==> src/chan_map_pkg.sv <==
`default_nettype none
package chan_map_pkg;
  // register offsets
  localparam logic [7:0] ADDR_PORT_SEL = 8'h4c;
  localparam logic [7:0] ADDR_RAW_ID = 8'h71;
  localparam logic [7:0] ADDR_REMAP = 8'h72;
  localparam logic [7:0] ADDR_TOTAL_HI = 8'h73;
  localparam logic [7:0] ADDR_TOTAL_LO = 8'h74;
  localparam logic [7:0] ADDR_WIDTH_HI = 8'h75;
  localparam logic [7:0] ADDR_WIDTH_LO = 8'h76;
  // field layout of the 8-bit raw channel/type register
  localparam int VC_LSB = 6;
  localparam int VC_W = 2;
  localparam int DT_LSB = 0;
  localparam int DT_W = 6;
  localparam int PORT_SEL_W = 2;
  localparam int CNT_W = 16;
  // reset values
  localparam logic [7:0] RST_PORT_SEL = 8'h00;
  localparam logic [7:0] RST_REMAP = 8'he4;
  localparam logic [5:0] RST_RAW_DT = 6'h2c;
  localparam logic [15:0] RST_CNT = 16'h0000;
  localparam logic [7:0] RD_ZERO = 8'h00;
  // input modes
  typedef logic [1:0] mode_t;
  localparam mode_t MODE_CSI = 2'h0;
  localparam mode_t MODE_RAW12_50 = 2'h1;
  localparam mode_t MODE_RAW12_75 = 2'h2;
  localparam mode_t MODE_RAW10 = 2'h3;
endpackage
`default_nettype wire

==> src/frame_evt_if.sv <==
`timescale 1ns/1ps
`default_nettype none
interface frame_evt_if;
  logic beat;
  logic sof;
  logic eol;
  logic eof;
  modport src (output beat, output sof, output eol, output eof);
  modport mon (input beat, input sof, input eol, input eof);
endinterface
`default_nettype wire

==> src/beat_skid_buffer.sv <==
`timescale 1ns/1ps
`default_nettype none
module beat_skid_buffer #(
  parameter int W = 8
) (
  // clock and reset
  input wire logic clk,
  input wire logic resetn,
  // fill side
  input wire logic in_valid,
  output logic in_ready,
  input wire logic [W-1:0] in_data,
  // drain side
  output logic out_valid,
  input wire logic out_ready,
  output logic [W-1:0] out_data
);
  if (W < 1) begin : g_chk
    $error("beat_skid_buffer: W must be at least 1");
  end

  logic head_v_q, head_v_d, skid_v_q, skid_v_d, rdy_q, rdy_d;
  logic [W-1:0] head_q, head_d, skid_q, skid_d;

  // the second slot lets in_ready come from a flop and still lose nothing
  always_comb begin
    head_v_d = head_v_q;
    head_d = head_q;
    skid_v_d = skid_v_q;
    skid_d = skid_q;
    if (!head_v_q || out_ready) begin
      if (skid_v_q) begin
        head_d = skid_q;
        head_v_d = 1'b1;
        skid_v_d = 1'b0;
      end else begin
        head_v_d = in_valid && rdy_q;
        if (in_valid && rdy_q) begin
          head_d = in_data;
        end
      end
    end else if (in_valid && rdy_q) begin
      skid_d = in_data;
      skid_v_d = 1'b1;
    end
    rdy_d = !skid_v_d;
  end

  always_ff @(posedge clk) begin
    if (!resetn) begin
      head_v_q <= 1'b0;
      skid_v_q <= 1'b0;
      rdy_q <= 1'b0;
      head_q <= '0;
      skid_q <= '0;
    end else begin
      head_v_q <= head_v_d;
      skid_v_q <= skid_v_d;
      rdy_q <= rdy_d;
      head_q <= head_d;
      skid_q <= skid_d;
    end
  end

  assign in_ready = rdy_q;
  assign out_valid = head_v_q;
  assign out_data = head_q;
endmodule
`default_nettype wire

==> src/frame_line_meter.sv <==
`timescale 1ns/1ps
`default_nettype none
module frame_line_meter (
  // clock and reset
  input wire logic clk,
  input wire logic resetn,
  // accepted beats
  frame_evt_if.mon ev,
  // freeze enables and read strobes
  input wire logic total_irq_en,
  input wire logic width_irq_en,
  input wire logic rd_total_hi,
  input wire logic rd_width_hi,
  // reported values and change pulses
  output logic [chan_map_pkg::CNT_W-1:0] total_q,
  output logic [chan_map_pkg::CNT_W-1:0] width_q,
  output logic total_chg_q,
  output logic width_chg_q
);
  localparam int CW = chan_map_pkg::CNT_W;
  typedef enum logic [1:0] {ST_IDLE = 2'b01, ST_FRAME = 2'b10} meter_st_e;

  meter_st_e st_q, st_d;
  logic [CW-1:0] len_acc_q, len_acc_d, lines_q, lines_d, last_len_q, last_len_d;
  logic [CW-1:0] total_d, width_d, base_len, base_lines, cur_len, cur_lines;
  logic [CW-1:0] cand_total, cand_width;
  logic tot_frz_q, tot_frz_d, wid_frz_q, wid_frz_d, total_chg_d, width_chg_d;
  logic fin, upd_t, upd_w;

  always_comb begin
    st_d = st_q;
    len_acc_d = len_acc_q;
    lines_d = lines_q;
    last_len_d = last_len_q;
    total_d = total_q;
    width_d = width_q;
    base_len = ev.sof ? '0 : len_acc_q;
    base_lines = ev.sof ? '0 : lines_q;
    cur_len = base_len + CW'(1);
    cur_lines = base_lines + CW'(ev.eol);
    cand_total = cur_lines;
    cand_width = ev.eol ? cur_len : last_len_q;
    fin = 1'b0;
    if (ev.beat) begin
      len_acc_d = ev.eol ? '0 : cur_len;
      lines_d = cur_lines;
      if (ev.eol) begin
        last_len_d = cur_len;
      end
      unique case (st_q)
        ST_IDLE: begin
          if (ev.sof) begin
            st_d = ST_FRAME;
          end
        end
        ST_FRAME: begin
          st_d = ST_FRAME;
        end
        default: st_d = ST_IDLE;
      endcase
      if (ev.eof && (st_q == ST_FRAME || ev.sof)) begin
        st_d = ST_IDLE;
        fin = 1'b1;
      end
    end
    // a read releases the freeze in the same cycle a new frame may land
    upd_t = fin && (!tot_frz_q || rd_total_hi);
    upd_w = fin && (!wid_frz_q || rd_width_hi);
    total_chg_d = upd_t && cand_total != total_q;
    width_chg_d = upd_w && cand_width != width_q;
    if (upd_t) begin
      total_d = cand_total;
    end
    if (upd_w) begin
      width_d = cand_width;
    end
    // set wins over the clearing read
    tot_frz_d = (tot_frz_q && !rd_total_hi) || (total_chg_d && total_irq_en);
    wid_frz_d = (wid_frz_q && !rd_width_hi) || (width_chg_d && width_irq_en);
  end

  always_ff @(posedge clk) begin
    if (!resetn) begin
      st_q <= ST_IDLE;
      len_acc_q <= '0;
      lines_q <= '0;
      last_len_q <= '0;
      total_q <= chan_map_pkg::RST_CNT;
      width_q <= chan_map_pkg::RST_CNT;
      tot_frz_q <= 1'b0;
      wid_frz_q <= 1'b0;
      total_chg_q <= 1'b0;
      width_chg_q <= 1'b0;
    end else begin
      st_q <= st_d;
      len_acc_q <= len_acc_d;
      lines_q <= lines_d;
      last_len_q <= last_len_d;
      total_q <= total_d;
      width_q <= width_d;
      tot_frz_q <= tot_frz_d;
      wid_frz_q <= wid_frz_d;
      total_chg_q <= total_chg_d;
      width_chg_q <= width_chg_d;
    end
  end

  property p_total_at_end;
    @(posedge clk) disable iff (!resetn)
    fin && !tot_frz_q |=> total_q == $past(cand_total);
  endproperty
  a_total_at_end: assert property (p_total_at_end) else $error("line total not taken at frame end");
endmodule
`default_nettype wire

==> src/port_channel_map_line_monitor.sv <==
`timescale 1ns/1ps
`default_nettype none
module port_channel_map_line_monitor #(
  parameter int PORT_ID = 0,
  parameter int DATA_W = 12
) (
  // clock and reset
  input wire logic clk,
  input wire logic resetn,
  // register port from the i2c target
  input wire logic reg_wr,
  input wire logic reg_rd,
  input wire logic [7:0] reg_addr,
  input wire logic [7:0] reg_wdata,
  output logic [7:0] reg_rdata,
  output logic reg_rvalid,
  // port configuration
  input wire logic [1:0] link_input_mode,
  input wire logic line_total_change_irq_en,
  input wire logic line_width_change_irq_en,
  // incoming beats
  input wire logic in_valid,
  output logic in_ready,
  input wire logic [1:0] in_vc,
  input wire logic [5:0] in_dt,
  input wire logic [DATA_W-1:0] in_data,
  input wire logic in_sof,
  input wire logic in_eol,
  input wire logic in_eof,
  // outgoing beats
  output logic out_valid,
  input wire logic out_ready,
  output logic [1:0] out_vc,
  output logic [5:0] out_dt,
  output logic [DATA_W-1:0] out_data,
  output logic out_sof,
  output logic out_eol,
  output logic out_eof,
  // change events
  output logic line_total_changed,
  output logic line_width_changed
);
  localparam int VCW = chan_map_pkg::VC_W;
  localparam int DTW = chan_map_pkg::DT_W;
  localparam int BW = VCW + DTW + 3 + DATA_W;
  localparam int CW = chan_map_pkg::CNT_W;

  if (PORT_ID < 0 || PORT_ID >= chan_map_pkg::PORT_SEL_W) begin : g_chk_port
    $error("PORT_ID must be 0 or 1");
  end
  if (DATA_W < 8) begin : g_chk_data
    $error("DATA_W must hold at least one byte");
  end

  localparam logic [VCW-1:0] PORT_VC = VCW'(PORT_ID);

  // register state
  logic [7:0] port_sel_q, port_sel_d, raw_id_q, raw_id_d, remap_q, remap_d;
  logic [7:0] total_hold_q, total_hold_d, width_hold_q, width_hold_d;
  logic [7:0] rdata_q, rdata_d;
  logic rvalid_q, rvalid_d;
  logic sel, answer_sel;
  logic rd_total_hi, rd_width_hi;
  logic [CW-1:0] total_val, width_val;
  logic total_chg, width_chg;

  // the select register is copied in every port so all ports agree on it
  assign sel = port_sel_q[PORT_ID];
  assign answer_sel = (PORT_ID == 0);
  assign rd_total_hi = reg_rd && sel && reg_addr == chan_map_pkg::ADDR_TOTAL_HI;
  assign rd_width_hi = reg_rd && sel && reg_addr == chan_map_pkg::ADDR_WIDTH_HI;

  always_comb begin
    port_sel_d = port_sel_q;
    raw_id_d = raw_id_q;
    remap_d = remap_q;
    total_hold_d = total_hold_q;
    width_hold_d = width_hold_q;
    rdata_d = chan_map_pkg::RD_ZERO;
    rvalid_d = 1'b0;
    if (reg_wr) begin
      if (reg_addr == chan_map_pkg::ADDR_PORT_SEL) begin
        port_sel_d = reg_wdata;
      end else if (sel) begin
        unique case (reg_addr)
          chan_map_pkg::ADDR_RAW_ID: raw_id_d = reg_wdata;
          chan_map_pkg::ADDR_REMAP: remap_d = reg_wdata;
          default: ;
        endcase
      end
    end
    if (reg_rd) begin
      if (reg_addr == chan_map_pkg::ADDR_PORT_SEL) begin
        rvalid_d = answer_sel;
        rdata_d = port_sel_q;
      end else if (sel) begin
        // unmapped port offsets still answer, with zero
        rvalid_d = 1'b1;
        unique case (reg_addr)
          chan_map_pkg::ADDR_RAW_ID: rdata_d = raw_id_q;
          chan_map_pkg::ADDR_REMAP: rdata_d = remap_q;
          chan_map_pkg::ADDR_TOTAL_HI: begin
            rdata_d = total_val[CW-1:8];
            total_hold_d = total_val[7:0];
          end
          chan_map_pkg::ADDR_TOTAL_LO: rdata_d = total_hold_q;
          chan_map_pkg::ADDR_WIDTH_HI: begin
            rdata_d = width_val[CW-1:8];
            width_hold_d = width_val[7:0];
          end
          chan_map_pkg::ADDR_WIDTH_LO: rdata_d = width_hold_q;
          default: rdata_d = chan_map_pkg::RD_ZERO;
        endcase
      end
    end
  end

  always_ff @(posedge clk) begin
    if (!resetn) begin
      port_sel_q <= chan_map_pkg::RST_PORT_SEL;
      raw_id_q <= {PORT_VC, chan_map_pkg::RST_RAW_DT};
      remap_q <= chan_map_pkg::RST_REMAP;
      total_hold_q <= chan_map_pkg::RD_ZERO;
      width_hold_q <= chan_map_pkg::RD_ZERO;
      rdata_q <= chan_map_pkg::RD_ZERO;
      rvalid_q <= 1'b0;
    end else begin
      port_sel_q <= port_sel_d;
      raw_id_q <= raw_id_d;
      remap_q <= remap_d;
      total_hold_q <= total_hold_d;
      width_hold_q <= width_hold_d;
      rdata_q <= rdata_d;
      rvalid_q <= rvalid_d;
    end
  end

  assign reg_rdata = rdata_q;
  assign reg_rvalid = rvalid_q;

  // channel and type mapping, applied before the buffer
  logic [VCW-1:0] map_vc;
  logic [DTW-1:0] map_dt;
  logic is_raw12;
  logic [BW-1:0] buf_in, buf_out;
  logic buf_ready, buf_valid;

  assign is_raw12 = link_input_mode == chan_map_pkg::MODE_RAW12_50 ||
                    link_input_mode == chan_map_pkg::MODE_RAW12_75;

  always_comb begin
    map_vc = in_vc;
    map_dt = in_dt;
    unique case (link_input_mode)
      chan_map_pkg::MODE_CSI: begin
        map_vc = remap_q[{in_vc, 1'b0} +: VCW];
      end
      chan_map_pkg::MODE_RAW12_50, chan_map_pkg::MODE_RAW12_75: begin
        map_vc = raw_id_q[chan_map_pkg::VC_LSB +: VCW];
        map_dt = raw_id_q[chan_map_pkg::DT_LSB +: DTW];
      end
      // raw10 tagging is done upstream; beats pass unchanged
      chan_map_pkg::MODE_RAW10: ;
    endcase
  end

  assign buf_in = {map_vc, map_dt, in_sof, in_eol, in_eof, in_data};

  beat_skid_buffer #(.W(BW)) u_buf (
    .clk(clk),
    .resetn(resetn),
    .in_valid(in_valid),
    .in_ready(buf_ready),
    .in_data(buf_in),
    .out_valid(buf_valid),
    .out_ready(out_ready),
    .out_data(buf_out)
  );

  assign in_ready = buf_ready;
  assign out_valid = buf_valid;
  assign {out_vc, out_dt, out_sof, out_eol, out_eof, out_data} = buf_out;

  // line metering on accepted beats
  frame_evt_if ev ();
  assign ev.beat = in_valid && buf_ready;
  assign ev.sof = in_sof;
  assign ev.eol = in_eol;
  assign ev.eof = in_eof;

  frame_line_meter u_meter (
    .clk(clk),
    .resetn(resetn),
    .ev(ev),
    .total_irq_en(line_total_change_irq_en),
    .width_irq_en(line_width_change_irq_en),
    .rd_total_hi(rd_total_hi),
    .rd_width_hi(rd_width_hi),
    .total_q(total_val),
    .width_q(width_val),
    .total_chg_q(total_chg),
    .width_chg_q(width_chg)
  );

  assign line_total_changed = total_chg;
  assign line_width_changed = width_chg;

  // checks
  logic in_fire;
  assign in_fire = in_valid && buf_ready;

  property p_sel_gate;
    @(posedge clk) disable iff (!resetn)
    reg_wr && !sel && reg_addr == chan_map_pkg::ADDR_REMAP |=> remap_q == $past(remap_q);
  endproperty
  a_sel_gate: assert property (p_sel_gate) else $error("unselected port took a write");

  property p_raw12_map;
    @(posedge clk) disable iff (!resetn)
    in_fire && is_raw12 |-> buf_in[BW-1 -: VCW] == raw_id_q[chan_map_pkg::VC_LSB +: VCW]
      && buf_in[BW-VCW-1 -: DTW] == raw_id_q[chan_map_pkg::DT_LSB +: DTW];
  endproperty
  a_raw12_map: assert property (p_raw12_map) else $error("raw12 tag not applied");

  property p_vc_reset;
    @(posedge clk) !resetn ##1 resetn |-> raw_id_q[chan_map_pkg::VC_LSB +: VCW] == PORT_VC;
  endproperty
  a_vc_reset: assert property (p_vc_reset) else $error("raw12 channel reset wrong");

  property p_dt_reset;
    @(posedge clk) !resetn ##1 resetn |-> raw_id_q[chan_map_pkg::DT_LSB +: DTW] ==
      chan_map_pkg::RST_RAW_DT && remap_q == chan_map_pkg::RST_REMAP;
  endproperty
  a_dt_reset: assert property (p_dt_reset) else $error("type or remap reset wrong");

  property p_csi_dt;
    @(posedge clk) disable iff (!resetn)
    in_fire && link_input_mode == chan_map_pkg::MODE_CSI |-> buf_in[BW-VCW-1 -: DTW] == in_dt;
  endproperty
  a_csi_dt: assert property (p_csi_dt) else $error("csi data type altered");

  property p_remap;
    @(posedge clk) disable iff (!resetn)
    in_fire && link_input_mode == chan_map_pkg::MODE_CSI && in_vc == 2'h3
      |-> buf_in[BW-1 -: VCW] == remap_q[7:6];
  endproperty
  a_remap: assert property (p_remap) else $error("channel 3 remap wrong");

  property p_total_read;
    @(posedge clk) disable iff (!resetn)
    rd_total_hi |=> reg_rvalid && reg_rdata == $past(total_val[15:8]);
  endproperty
  a_total_read: assert property (p_total_read) else $error("upper total read wrong");

  property p_total_freeze;
    @(posedge clk) disable iff (!resetn)
    total_chg && line_total_change_irq_en && !rd_total_hi |=> $stable(total_val);
  endproperty
  a_total_freeze: assert property (p_total_freeze) else $error("frozen total moved");

  property p_total_pair;
    @(posedge clk) disable iff (!resetn)
    // the host leaves an idle cycle between reads; the hold must survive it
    rd_total_hi ##1 !rd_total_hi ##1 (reg_rd && sel && reg_addr == chan_map_pkg::ADDR_TOTAL_LO)
      |=> reg_rdata == $past(total_val[7:0], 3);
  endproperty
  a_total_pair: assert property (p_total_pair) else $error("lower total not coherent");

  property p_width_freeze;
    @(posedge clk) disable iff (!resetn)
    width_chg && line_width_change_irq_en && !rd_width_hi |=> $stable(width_val);
  endproperty
  a_width_freeze: assert property (p_width_freeze) else $error("frozen width moved");

  property p_width_pair;
    @(posedge clk) disable iff (!resetn)
    rd_width_hi |=> reg_rdata == $past(width_val[15:8]) && width_hold_q == $past(width_val[7:0]);
  endproperty
  a_width_pair: assert property (p_width_pair) else $error("width bytes not coherent");

  property p_raw10_pass;
    @(posedge clk) disable iff (!resetn)
    in_fire && link_input_mode == chan_map_pkg::MODE_RAW10 |-> buf_in[BW-1 -: VCW] == in_vc;
  endproperty
  a_raw10_pass: assert property (p_raw10_pass) else $error("raw10 beat altered");

  c_csi_beat: cover property (@(posedge clk) in_fire && link_input_mode == chan_map_pkg::MODE_CSI);
  c_raw12_beat: cover property (@(posedge clk) in_fire && is_raw12);
  c_stall: cover property (@(posedge clk) in_valid && !buf_ready);
  c_total_chg: cover property (@(posedge clk) total_chg ##[1:20] rd_total_hi);
endmodule
`default_nettype wire

==> config.mk <==
export PLATFORM = sky130hd
export DESIGN_NAME = port_channel_map_line_monitor
export DESIGN_NICKNAME = d
export VERILOG_FILES = /design/src/chan_map_pkg.sv /design/src/frame_evt_if.sv /design/src/beat_skid_buffer.sv /design/src/frame_line_meter.sv /design/src/port_channel_map_line_monitor.sv
export SDC_FILE = /design/constraint.sdc
export NUM_CORES = 1
export LEC_CHECK = 0
export BUFFER_PORTS_ARGS = -buffer_cell sky130_fd_sc_hd__buf_2
export CORE_MARGIN = 2
export CORE_UTILIZATION = 41
export DETAILED_ROUTE_END_ITERATION = 12
export PLACE_DENSITY_LB_ADDON = 0.3
export SYNTH_ARGS = -nofsm -noshare
export SYNTH_HDL_FRONTEND = slang
export SYNTH_SLANG_ARGS = --single-unit
==> constraint.sdc <==
create_clock -name clk -period 3.5 [get_ports clk]
set_input_delay 0.175 -clock clk [delete_from_list [all_inputs] [get_ports clk]]
set_output_delay 0.175 -clock clk [all_outputs]
set_load 0.02 [all_outputs]
==> results of run 1 <==
==> kinds of logic (layout without fill, tap and decap cells) <==
kind of cell               Yosys count  count (layout)  share of synthesized area (%)
adders and majority gates            6               6                          0.749
AOI/OAI and AO/OA                  294             294                           21.6
and+or+nand+nor                    509             509                           26.1
muxes                               62              62                           6.27
xor gates and xnor gates            44              44                           4.27
buffers and inverters              103             169                           4.27
DFF                                184             184                           36.7
==> layout make-up <==
class | count | area (um2) | area share [%]
clock buffers | 17 | 425 | 3.72
inverters | 16 | 60.1 | 0.525
multi-input cells | 915 | 5930 | 51.8
repair buffers | 122 | 763 | 6.67
well taps | 324 | 405 | 3.54
flip-flops and latches | 184 | 3680 | 32.2
clock inverters | 14 | 176 | 1.54
==> where the power goes <==
group | total, mW | internal, mW | switching (mW)
combinational | 0.423 | 0.172 | 0.251
clock | 1.98 | 1.03 | 0.946
sequential | 2.17 | 2.13 | 0.0369
total | 4.57 | 3.33 | 1.23
==> state kept, by name (all words and copies together), names as in the netlist, 8 cells and up <==
| signal | cells |
|---|---|
| raw_id_q | 8 |
| port_sel_q | 8 |
| u_meter.last_len_q | 16 |
| u_buf.out_data | 23 |
| u_meter.len_acc_q | 16 |
| total_hold_q | 8 |
| width_hold_q | 8 |
| u_meter.total_q | 16 |
| u_buf.skid_q | 23 |
| remap_q | 8 |
| u_meter.lines_q | 16 |
| reg_rdata | 8 |
| u_meter.width_q | 16 |
==> metal layers <==
layer / part of all wire (%) / vias to the layer above
met5: 0 / -
met4: 1.1 / 0
met3: 5.5 / 22
met2: 44 / 259
met1: 50 / 4283
li1: - / 4377
==> layout by cell type (no fill, tap or decap), types with 5 or more instances in the layout <==
master / count
a21boi_0: 73
a22o_1: 7
buf_4: 21
nor2b_1: 55
mux2i_1: 56
nand4_1: 12
clkbuf_16: 17
nor3_1: 18
buf_2: 83
inv_8: 7
and3_1: 10
o2111ai_1: 5
nand2_1: 227
and2_1: 12
o21ai_0: 40
dfxtp_1: 184
o211a_1: 45
mux2_2: 6
o211ai_1: 6
nand3_1: 34
or4_1: 5
nand4b_1: 9
nor4b_1: 5
nor4_1: 10
dlygate4sd3_1: 17
xor2_1: 14
a21oi_1: 44
inv_1: 15
a31oi_1: 5
ha_1: 6
nand2b_1: 23
xnor2_1: 27
a22oi_1: 32
nor2_1: 52
==> worst max-delay path: stages, from the launching register on <==
cell	delay [ps]
dfxtp_1	590
nand4_4	390
nor4_4	450
mux2i_1	340
xor2_1	140
a2111oi_2	420
o2111a_1	260
o211ai_1	100
==> worst paths after layout <==
path,start,to,slack (ps),depth (start not counted)
min,reg_wdata[0],port_sel_q[0],30,3
min reg2reg,u_buf.skid_q[14],u_buf.skid_q[14],470,2
max reg2reg,u_meter.len_acc_q[0],u_meter.wid_frz_q,700,7
max,u_meter.len_acc_q[0],u_meter.wid_frz_q,700,7
==> summary.md, run 1 <==
| Metric | Value |
|---|---|
| MaxCap Viol Count | 0 |
| Hold_ws | 28.1 ps |
| Lkg Pwr | 4.63 nW |
| Final wirelength | 27300 um |
| Async SR Flop Fraction | 0% |
| Final Power | 4.57 mW |
| CP Launch Type | register |
| Final Skew | 10.5 ps |
| Synthesis-to-finish area growth | 14.2% |
| Ys flop type | dfxtp_1 |
| Fill count | 2319 |
| DIE AREA | 25700 um2 |
| Cell Rows | 57 |
| Total CTS buffers | 17 |
| Pwr/cell area | 399 nW/um2 |
| Slew headroom | 17.1% |
| DP HPWL | 19300 um |
| Max Clock Freq | 357 MHz |
| M3 GR Usage | 4.03% |
| Final setup fails | 0 |
| Number of enable flip-flop cells after synthesis | 0 |
| Vias | 8941 |
| Peak supply drop | 0.323 mV |
| Final Core Density | 47.3% |
| Diode count | 0 |
| Core ar. | 24200 um2 |
| Share of layout cells above drive strength 1 | 13.2% |
| Vias/cell | 5.62 |
| Post-Place Setup Slack | 739 ps |
| Ys Warns | 0 |
| CP required | 3820 ps |
| Count leader, synth | nand2_1 |
| Run status | finished, final reports clean |
| GR Overflow Total | 0 |
| Worst Path Arrival | 3120 ps |
| Final Max Slew Viols | 0 |
| Setup TNS | 0 ps |
| Post-Place Cells | 1544 |
| Top cells by area, synth | dfxtp_1 37%, nand2_1 8.5%, mux2i_1 5.6% |
| CTS tree | done |
| Die Wd | 160 um |
| Overall routing resource usage | 21.1% |
| CTS clk-pin slew, worst paths | 80 ps |
| Cell accounting for the most synthesized area | dfxtp_1 |
| Final instance area | 11400 um2 |
| Share of the synthesized area in the top cell type | 36.7% |
| Vert. Die Dim | 160 um |
| Post-CTS sizing | 0 |
| Largest net degree at the start of global routing | 52 |
| Setup Crit Path Kind | reg -> reg |
| Vias in the first global route | 8188 |
| GPL Wtd Cong | 0.972 |
| Crit Path Max Fanout | 19 |
| Hold Vio Cnt, Final | 0 |
| Initial antenna violation count | 0 |
| Fin nets | 1311 |
| Setup ws final | 696 ps |
| Met1 GRT Util | 30.7% |
| TritonRoute pass-1 iters | 6 |
| Netlist cell types | 77 |
| Number of synthesized register bits | 184 |
| # H-tree levels | 4 |
| Post-Layout Cell Count | 1592 |
| Syn_area_per_cell | 8.34 um2 |
| Syn nets | 1257 |
| Critical Path Sink Type | register |
| Post-route ant nets | 0 |
| Post-CTS Setup Bufs | 0 |
| Synth cell count leaders | 227 x nand2_1, 184 x dfxtp_1, 73 x a21boi_0 |
| GRT Max-Usage Layer | met2 |
| Root Driver | clkbuf_16 |
| Global-route wire length before repair | 44000 um |
| Clk buf depth | 2 |
| Clk_lat worst skew | 440 ps |
| WL/cell | 17.2 um |
| Worst min path class | in -> reg |
| Buffers added on ports | 84 |
| Initial Util | 41.5% |
| Met2 usage | 32.2% |
| Period minus WS final | 2800 ps |
| Post-synthesis sequential area ratio | 36.7% |
| Cell Area, Synth | 10000 um2 |
| Drt drc | 0 |
| Ports | 85 |
| RSZ-0062 raised after global routing | no |
| Least-Margin Pin Slew | 1230 ps |
| Final period util | 80.1% |
| Hold_buf cts | 17 |
| Synth Instances | 1202 |
| Area post-placement | 10700 um2 |
| Initial DRC Count | 733 |
| Clk sinks | 184 |
(Power assumes the default switching activity.)
==> run 2, diff against run 1 <==
--- a/config.mk
+++ b/config.mk
@@ -5,6 +5,7 @@
 export SDC_FILE = /design/constraint.sdc
 export NUM_CORES = 1
 export LEC_CHECK = 0
+export ABC_AREA = 1
 export BUFFER_PORTS_ARGS = -buffer_cell sky130_fd_sc_hd__buf_2
 export CORE_MARGIN = 2
 export CORE_UTILIZATION = 41
==> constraint.sdc (replaced) <==
create_clock -name clk -period 2.5 [get_ports clk]
set_input_delay 0.125 -clock clk [delete_from_list [all_inputs] [get_ports clk]]
set_output_delay 0.125 -clock clk [all_outputs]
set_load 0.02 [all_outputs]
==> run 2 against run 1 <==
  * Setup slack worse by 440 ps
  * Clock-buffer cell count stayed put
  * Die area is 8.9% lower
  * Non-clock buffer count is 12 higher
  * First-iteration DRC count is 10% lower
  * Clock skew is 1.3 ps higher
  * Critical path depth is 8 higher
  * Highest routed layer unchanged
==> summary.md, run 2 <==
| Metric | Value |
|---|---|
| Ports | 85 (unchanged) |
| Worst Hold Launch | in_eol |
| Cell Rows | 54 (-5.3%) |
| Clk_lat worst skew | 430 ps (about the same) |
| Vias in the first global route | 8211 (+0.28%) |
| Vias | 8801 (-1.6%) |
| Synth cell count leaders | 264 x nand2_1, 184 x dfxtp_1, 160 x inv_1 |
| Worst Path Arrival | 2570 ps (-550 ps) |
| TritonRoute pass-1 iters | 5 (-1) |
| Period minus WS final | 2240 ps (-559 ps) |
| Buffers added on ports | 84 (unchanged) |
| CP cell instances | inv_1 -> nor2_1 -> ha_2 -> ha_1 -> nand3_1 -> nor2_2 -> buf_4 -> xor2_1 -> xnor2_1 -> nor2_1 -> nand2_1 -> nor2_1 -> nand3_1 -> nand3_1 -> nand2_1 |
| Global-route wire length before repair | 40200 um (-8.7%) |
| Share of layout cells above drive strength 1 | 12.9% (-0.31 points) |
| Cell accounting for the most synthesized area | dfxtp_1 |
| Clk sinks | 184 (unchanged) |
| Crit Path Max Fanout | 3 (-16) |
| Synthesis-to-finish area growth | 17.0% |
| MaxCap Viol Count | 0 (unchanged) |
| Cell Area, Synth | 9110 um2 (-9.1%) |
| FF-to-FF End | u_meter.tot_frz_q |
| Ys flop type | dfxtp_1 |
| CTS tree | done |
| Final Core Density | 48.9% (+1.5 points) |
| Peak supply drop | 0.317 mV (-1.7%) |
| GR Overflow Total | 0 (unchanged) |
| Setup Crit Path Kind | reg -> reg |
| Syn nets | 1385 (+10%) |
| Fill count | 2156 (-7.0%) |
| Cell family with most CP delay | simple AND/OR/NAND/NOR gates |
| Hold Vio Cnt, Final | 0 (unchanged) |
| Pwr/cell area | 593 nW/um2 (+49%) |
| FF-to-FF Start | u_meter.lines_q[0] |
| CP required | 2820 ps (-1000 ps) |
| Initial Util | 41.8% (+0.30 points) |
| Largest net degree at the start of global routing | 51 (-1.9%) |
| WL/cell | 14.2 um (-17%) |
| Final wirelength | 24400 um (-11%) |
| Core ar. | 21800 um2 (-9.7%) |
| Worst hold stages | 3 (unchanged) |
| Synth Instances | 1330 (+11%) |
| Root Driver | clkbuf_16 |
| Hold_ws | 71.2 ps (+43.1 ps) |
| Run status | finished, final reports clean |
| Reg2reg path depth | 15 (+8) |
| CTS clk-pin slew, worst paths | 80 ps (about the same) |
| Least-Margin Pin Slew | 1170 ps (-65.4 ps) |
| Diode count | 0 (unchanged) |
| Ys Warns | 0 (unchanged) |
| Clk buf depth | 2 (unchanged) |
| Commonest cells after routing, fill and taps aside | 264 x nand2_1, 184 x dfxtp_1, 160 x inv_1, 152 x nor2_1, 134 x o21ai_0 |
| GPL Wtd Cong | 0.878 (-9.7%) |
| CP Launch Type | register |
| Post-synthesis sequential area ratio | 40.4% (+3.7 points) |
| Async SR Flop Fraction | 0% (unchanged) |
| Vias/cell | 5.12 (-8.8%) |
| Post-route ant nets | 0 (unchanged) |
| Drt drc | 0 (unchanged) |
| CP max stage delay | 310 ps (-280 ps) |
| Final period util | 89.8% (+9.7 points) |
| FF-to-FF setup slack | 260 ps (-440 ps) |
| Commonest non-fill, non-tap cell in the layout | nand2_1 |
| Critical Path Sink Type | register |
| WP buf/inv | 2 (+2) |
| Hold Path Sink | u_buf.out_data[13] |
| Overall routing resource usage | 20.8% (-0.29 points) |
| Number of enable flip-flop cells after synthesis | 0 (unchanged) |
| Initial DRC Count | 657 (-10%) |
| Count leader, synth | nand2_1 |
| DIE AREA | 23400 um2 (-8.9%) |
| Top cells by area, synth | dfxtp_1 40%, nand2_1 11%, o21ai_0 7.4% |
| Max Clock Freq | 445 MHz (+25%) |
| CP max stage cell | dfxtp_1 |
| DP HPWL | 17500 um (-9.7%) |
| Final Skew | 11.8 ps (+1.30 ps) |
| Vert. Die Dim | 153 um (-4.5%) |
| Syn_area_per_cell | 6.85 um2 (-18%) |
| Netlist cell types | 43 (-44%) |
| Number of synthesized register bits | 184 (unchanged) |
| Lkg Pwr | 4.76 nW (+2.8%) |
| Total CTS buffers | 17 (unchanged) |
| Fin nets | 1480 (+13%) |
| Final Power | 6.32 mW (+38%) |
| Share of the synthesized area in the top cell type | 40.4% (+3.7 points) |
| Initial antenna violation count | 0 (unchanged) |
| # H-tree levels | 4 (unchanged) |
| Final Max Slew Viols | 0 (unchanged) |
| Final setup fails | 0 (unchanged) |
| Die Wd | 153 um (-4.5%) |
| Worst min path class | in -> reg |
| Slew headroom | 22.0% (+4.9 points) |
-- run 2: how the worst max path moves through the flow --
stage,start,to,depth (start not counted)
finish,u_meter.lines_q[0],u_meter.tot_frz_q,15
floorplan,in_sof,u_meter.tot_frz_q,18
global placement,in_sof,u_meter.tot_frz_q,17
global route,u_meter.lines_q[0],u_meter.tot_frz_q,17
CTS,u_meter.lines_q[0],u_meter.tot_frz_q,17
detailed placement,in_sof,u_meter.tot_frz_q,17
-- run 2: per-layer routing --
metal	share of wire, %	vias to the layer above	wire length, um	GRT usage [%]
met5	0	-	0	0
met4	1.9	0	471	5.64
met3	4.3	33	1050	3.83
met2	48	194	11700	35.4
met1	46	4012	11300	27.3
li1	-	4562	-	-
-- run 2: timing repair --
| item | 4_1_cts | 5_1_grt |
|---|---|---|
| endpoints found under the setup margin | 0 | 2 |
| buffers inserted | 0 | 1 |
| hold buffers | 24 | 0 |
| gates resized for setup | 0 | 2 |
| hold endpoints to repair | 50 | 0 |
-- run 2: through the flow --
step	setup WS, ps	TNS [ps]	area [um2]	instances
after CTS	235	0	10600	1717
after detailed placement	241	0	9850	1661
after global routing	-0.430	-0.430	10700	1718
after floorplan	365	0	9110	1330
after global placement	287	0	9850	1661
final	255	0	10700	1718
-- run 2: kinds of logic after synthesis --
logic type / after synthesis / synth area share [%]
AO/OA/AOI/OAI: 323 / 19.2
XOR/XNOR: 20 / 2.69
adder cells (fa/ha/maj): 6 / 0.824
buffers and inverters: 231 / 10.1
flip-flops: 184 / 40.4
AND/OR/NAND/NOR: 566 / 26.8
-- run 2: tightest hold or removal path, cell delays in order --
cell     delay (ps)
buf_2           150
nand2_1         100
a31oi_1          80
-- run 2: where the power goes --
group	internal (mW)	total (mW)	switching, mW
combinational	0.243	0.660	0.417
clock	1.31	2.58	1.27
sequential	3.02	3.08	0.0586
total	4.58	6.32	1.74
-- run 2: cell type report --
type | count | area, um2 | area share, %
tap | 280 | 350 | 3.29
sequential | 184 | 3680 | 34.5
clock inverter | 15 | 138 | 1.29
timing repair buffer | 134 | 893 | 8.38
multi-input combinational | 915 | 4520 | 42.4
inverter | 173 | 652 | 6.11
clock buffer | 17 | 425 | 3.99
==> run 3, diff against run 2 <==
--- a/config.mk
+++ b/config.mk
@@ -7,8 +7,10 @@
 export LEC_CHECK = 0
 export ABC_AREA = 1
 export BUFFER_PORTS_ARGS = -buffer_cell sky130_fd_sc_hd__buf_2
+export CAP_MARGIN = 20
 export CORE_MARGIN = 2
 export CORE_UTILIZATION = 41
+export CTS_BUF_LIST = sky130_fd_sc_hd__clkbuf_16
 export DETAILED_ROUTE_END_ITERATION = 12
 export PLACE_DENSITY_LB_ADDON = 0.3
 export SYNTH_ARGS = -nofsm -noshare
==> run 3 against run 2 <==
  * Register-to-register slack is essentially flat
  * Critical path depth grew 2
  * Via count grew 0.69%
  * Non-clock buffer count is the same
  * First-iteration DRC count grew 0.91%
  * Cell count is the same
  * Sequential power is essentially flat
  * Hold slack lost 9.8 ps
  * Fmax shrank 0.40%
  * Routed wire length grew 0.71%
  * Setup slack lost 8.9 ps
  * Sequential share of layout area shrank 0.17 points
==> summary.md, run 3 (synthesis gave the netlist of run 2 again) <==
| Metric | Value |
|---|---|
| Run status | finished, final reports clean |
| Hold Vio Cnt, Final | 0 (unchanged) |
| Overall routing resource usage | 20.9% (+0.080 points) |
| Pwr/cell area | 607 nW/um2 (+2.3%) |
| Met1 wire length | 11400 um (+1.3%) |
| Final Max Slew Viols | 0 (unchanged) |
| Setup ws final | 246 ps (-8.93 ps) |
| Diode count | 0 (unchanged) |
| Sequential share of power | 47.4% (-1.3 points) |
| Post-route ant nets | 0 (unchanged) |
| Synthesis-to-finish area growth | 17.5% |
| Core ar. | 21800 um2 (unchanged) |
| Max Clock Freq | 444 MHz (-0.40%) |
| CTS clk-pin slew, worst paths | 80 ps (about the same) |
| Clk buf depth | 2 (unchanged) |
| Buffers added on ports | 84 (unchanged) |
| Top routing layer in use | met4 |
| Crit Path Max Fanout | 5 (+2) |
| GPL Wtd Cong | 0.878 (unchanged) |
| Worst Path Arrival | 2590 ps (+20 ps) |
| Initial DRC Count | 663 (+0.91%) |
| Post-Layout Cell Count | 1718 (unchanged) |
| Final wirelength | 24600 um (+0.71%) |
| GR Overflow Total | 0 (unchanged) |
| DR WL met3 | 1030 um (-2.4%) |
| Cell Rows | 54 (unchanged) |
| Clk sinks | 184 (unchanged) |
| Fin nets | 1480 (unchanged) |
| Power share of the clock group | 42.4% (+1.6 points) |
| Net Sw Power | 1.80 mW (+3.0%) |
| Post-Place Cells | 1662 (+0.060%) |
| TritonRoute pass-1 iters | 7 (+2) |
| Critical Path Sink Type | register |
| Met2 wire len | 11700 um (+0.57%) |
| WL/cell | 14.3 um (+0.71%) |
| RSZ-0062 raised after global routing | no |
| Final Power | 6.50 mW (+2.8%) |
| DP HPWL | 17500 um (+0.36%) |
| Commonest cells after routing, fill and taps aside | 263 x nand2_1, 184 x dfxtp_1, 160 x inv_1, 152 x nor2_1, 134 x o21ai_0 |
| Final setup fails | 0 (unchanged) |
| Initial Util | 41.8% (unchanged) |
| Total CTS buffers | 17 (unchanged) |
| Final Skew | 9.50 ps (-2.28 ps) |
| Post-CTS Setup Bufs | 0 (unchanged) |
| Setup TNS | 0 ps (unchanged) |
| Root Driver | clkbuf_16 |
| P_int | 4.70 mW (+2.7%) |
| Vias in the first global route | 8174 (-0.45%) |
| Peak supply drop | 0.322 mV (+1.3%) |
| Slew headroom | 55.0% (+33 points) |
| Final period util | 90.1% (+0.36 points) |
| DIE AREA | 23400 um2 (unchanged) |
| Vias/cell | 5.16 (+0.69%) |
| Period minus WS final | 2250 ps (+8.93 ps) |
| Setup Crit Path Kind | reg -> reg |
| Ports | 85 (unchanged) |
| CTS tree | done |
| Die Wd | 153 um (unchanged) |
| MaxCap Viol Count | 0 (unchanged) |
| Clk_lat worst skew | 440 ps (about the same) |
| Least-Margin Pin Slew | 672 ps (-493 ps) |
| Vert. Die Dim | 153 um (unchanged) |
| Global-route wire length before repair | 40300 um (+0.24%) |
| Vias | 8862 (+0.69%) |
| Share of layout cells above drive strength 1 | 13.0% (+0.14 points) |
| Lkg Pwr | 4.77 nW (+0.28%) |
| CP required | 2830 ps (about the same) |
| CP Launch Type | register |
| Worst min path class | in -> reg |
| Commonest non-fill, non-tap cell in the layout | nand2_1 |
| Combinational share of power | 10.2% (-0.2 points) |
| Initial antenna violation count | 0 (unchanged) |
| Sw Share | 27.6% (+0.071 points) |
| Largest net degree at the start of global routing | 51 (unchanged) |
| Drt drc | 0 (unchanged) |
| Post-Place Setup Slack | 229 ps (-12.1 ps) |
| # H-tree levels | 4 (unchanged) |
## run 3: cell count changes in the layout (fill, tap and decap cells not counted), sizes merged
cell | previous run | this run
inv | 176 | 177
bufinv | 0 | 1
clkinv | 10 | 8
## run 3: per-stage QoR
step | utilization (%) | area, um2 | hold WS [ps]
final | 49.1 | 10700 | 61.4
after global routing | 49.1 | 10700 | 64.9
after CTS | 49.0 | 10700 | 49.7
after detailed placement | 45.2 | 9860 | 363
after global placement | 45.1 | 9850 | 362
after floorplan | - | 9110 | 251
## run 3: per-layer routing
metal / track usage [%] / vias up
met5: 0 / -
met4: 6.61 / 0
met3: 3.29 / 32
met2: 35.5 / 221
met1: 27.4 / 4054
li1: - / 4555
## run 3: timing repair
action,in CTS,in global routing
hold endpoints to repair,52,0
hold buffers,24,0
gates resized for setup,0,4
setup endpoints to repair,0,2
## run 3: worst paths after layout
| path | startpoint | end | slack, ps | cells after the start |
|---|---|---|---|---|
| setup / recovery | u_meter.lines_q[0] | u_meter.tot_frz_q | 250 | 17 |
| hold / removal | resetn | remap_q[2] | 60 | 2 |
| setup reg to reg | u_meter.lines_q[0] | u_meter.tot_frz_q | 250 | 17 |
| hold reg to reg | width_hold_q[7] | width_hold_q[7] | 450 | 2 |
## run 3: power groups by stage
stage	clock network [mW]	registers [mW]	logic (mW)
3_5_place_dp	0	3.15	0.629
6_report	2.76	3.08	0.662
3_3_place_gp	0	3.14	0.623
2_1_floorplan	0	3.17	0.394
5_1_grt	2.91	3.09	0.742
4_1_cts	2.80	3.08	0.663
## run 3: area by class of cell
type | instances | area, um2
Timing Repair Buffer | 134 | 897
Clock buffer | 17 | 425
Sequential cell | 184 | 3680
Clock inverter | 15 | 180
Inverter | 173 | 652
Fill cell | 2204 | 11100
Multi-Input combinational cell | 915 | 4520
Tap cell | 280 | 350
## run 3: worst max-delay path: stages, from the launching register on
cell	delay, ps
dfxtp_1	310
inv_1	50
nor2_1	90
ha_2	200
ha_2	180
nand3_1	110
nor2_2	180
nand3_2	150
nor2_4	190
nand2_1	80
nand2_2	90
nand2_1	70
nand2_1	60
nand3_1	70
nor2_1	100
nand3_1	100
nand3_1	80
nand2_1	40
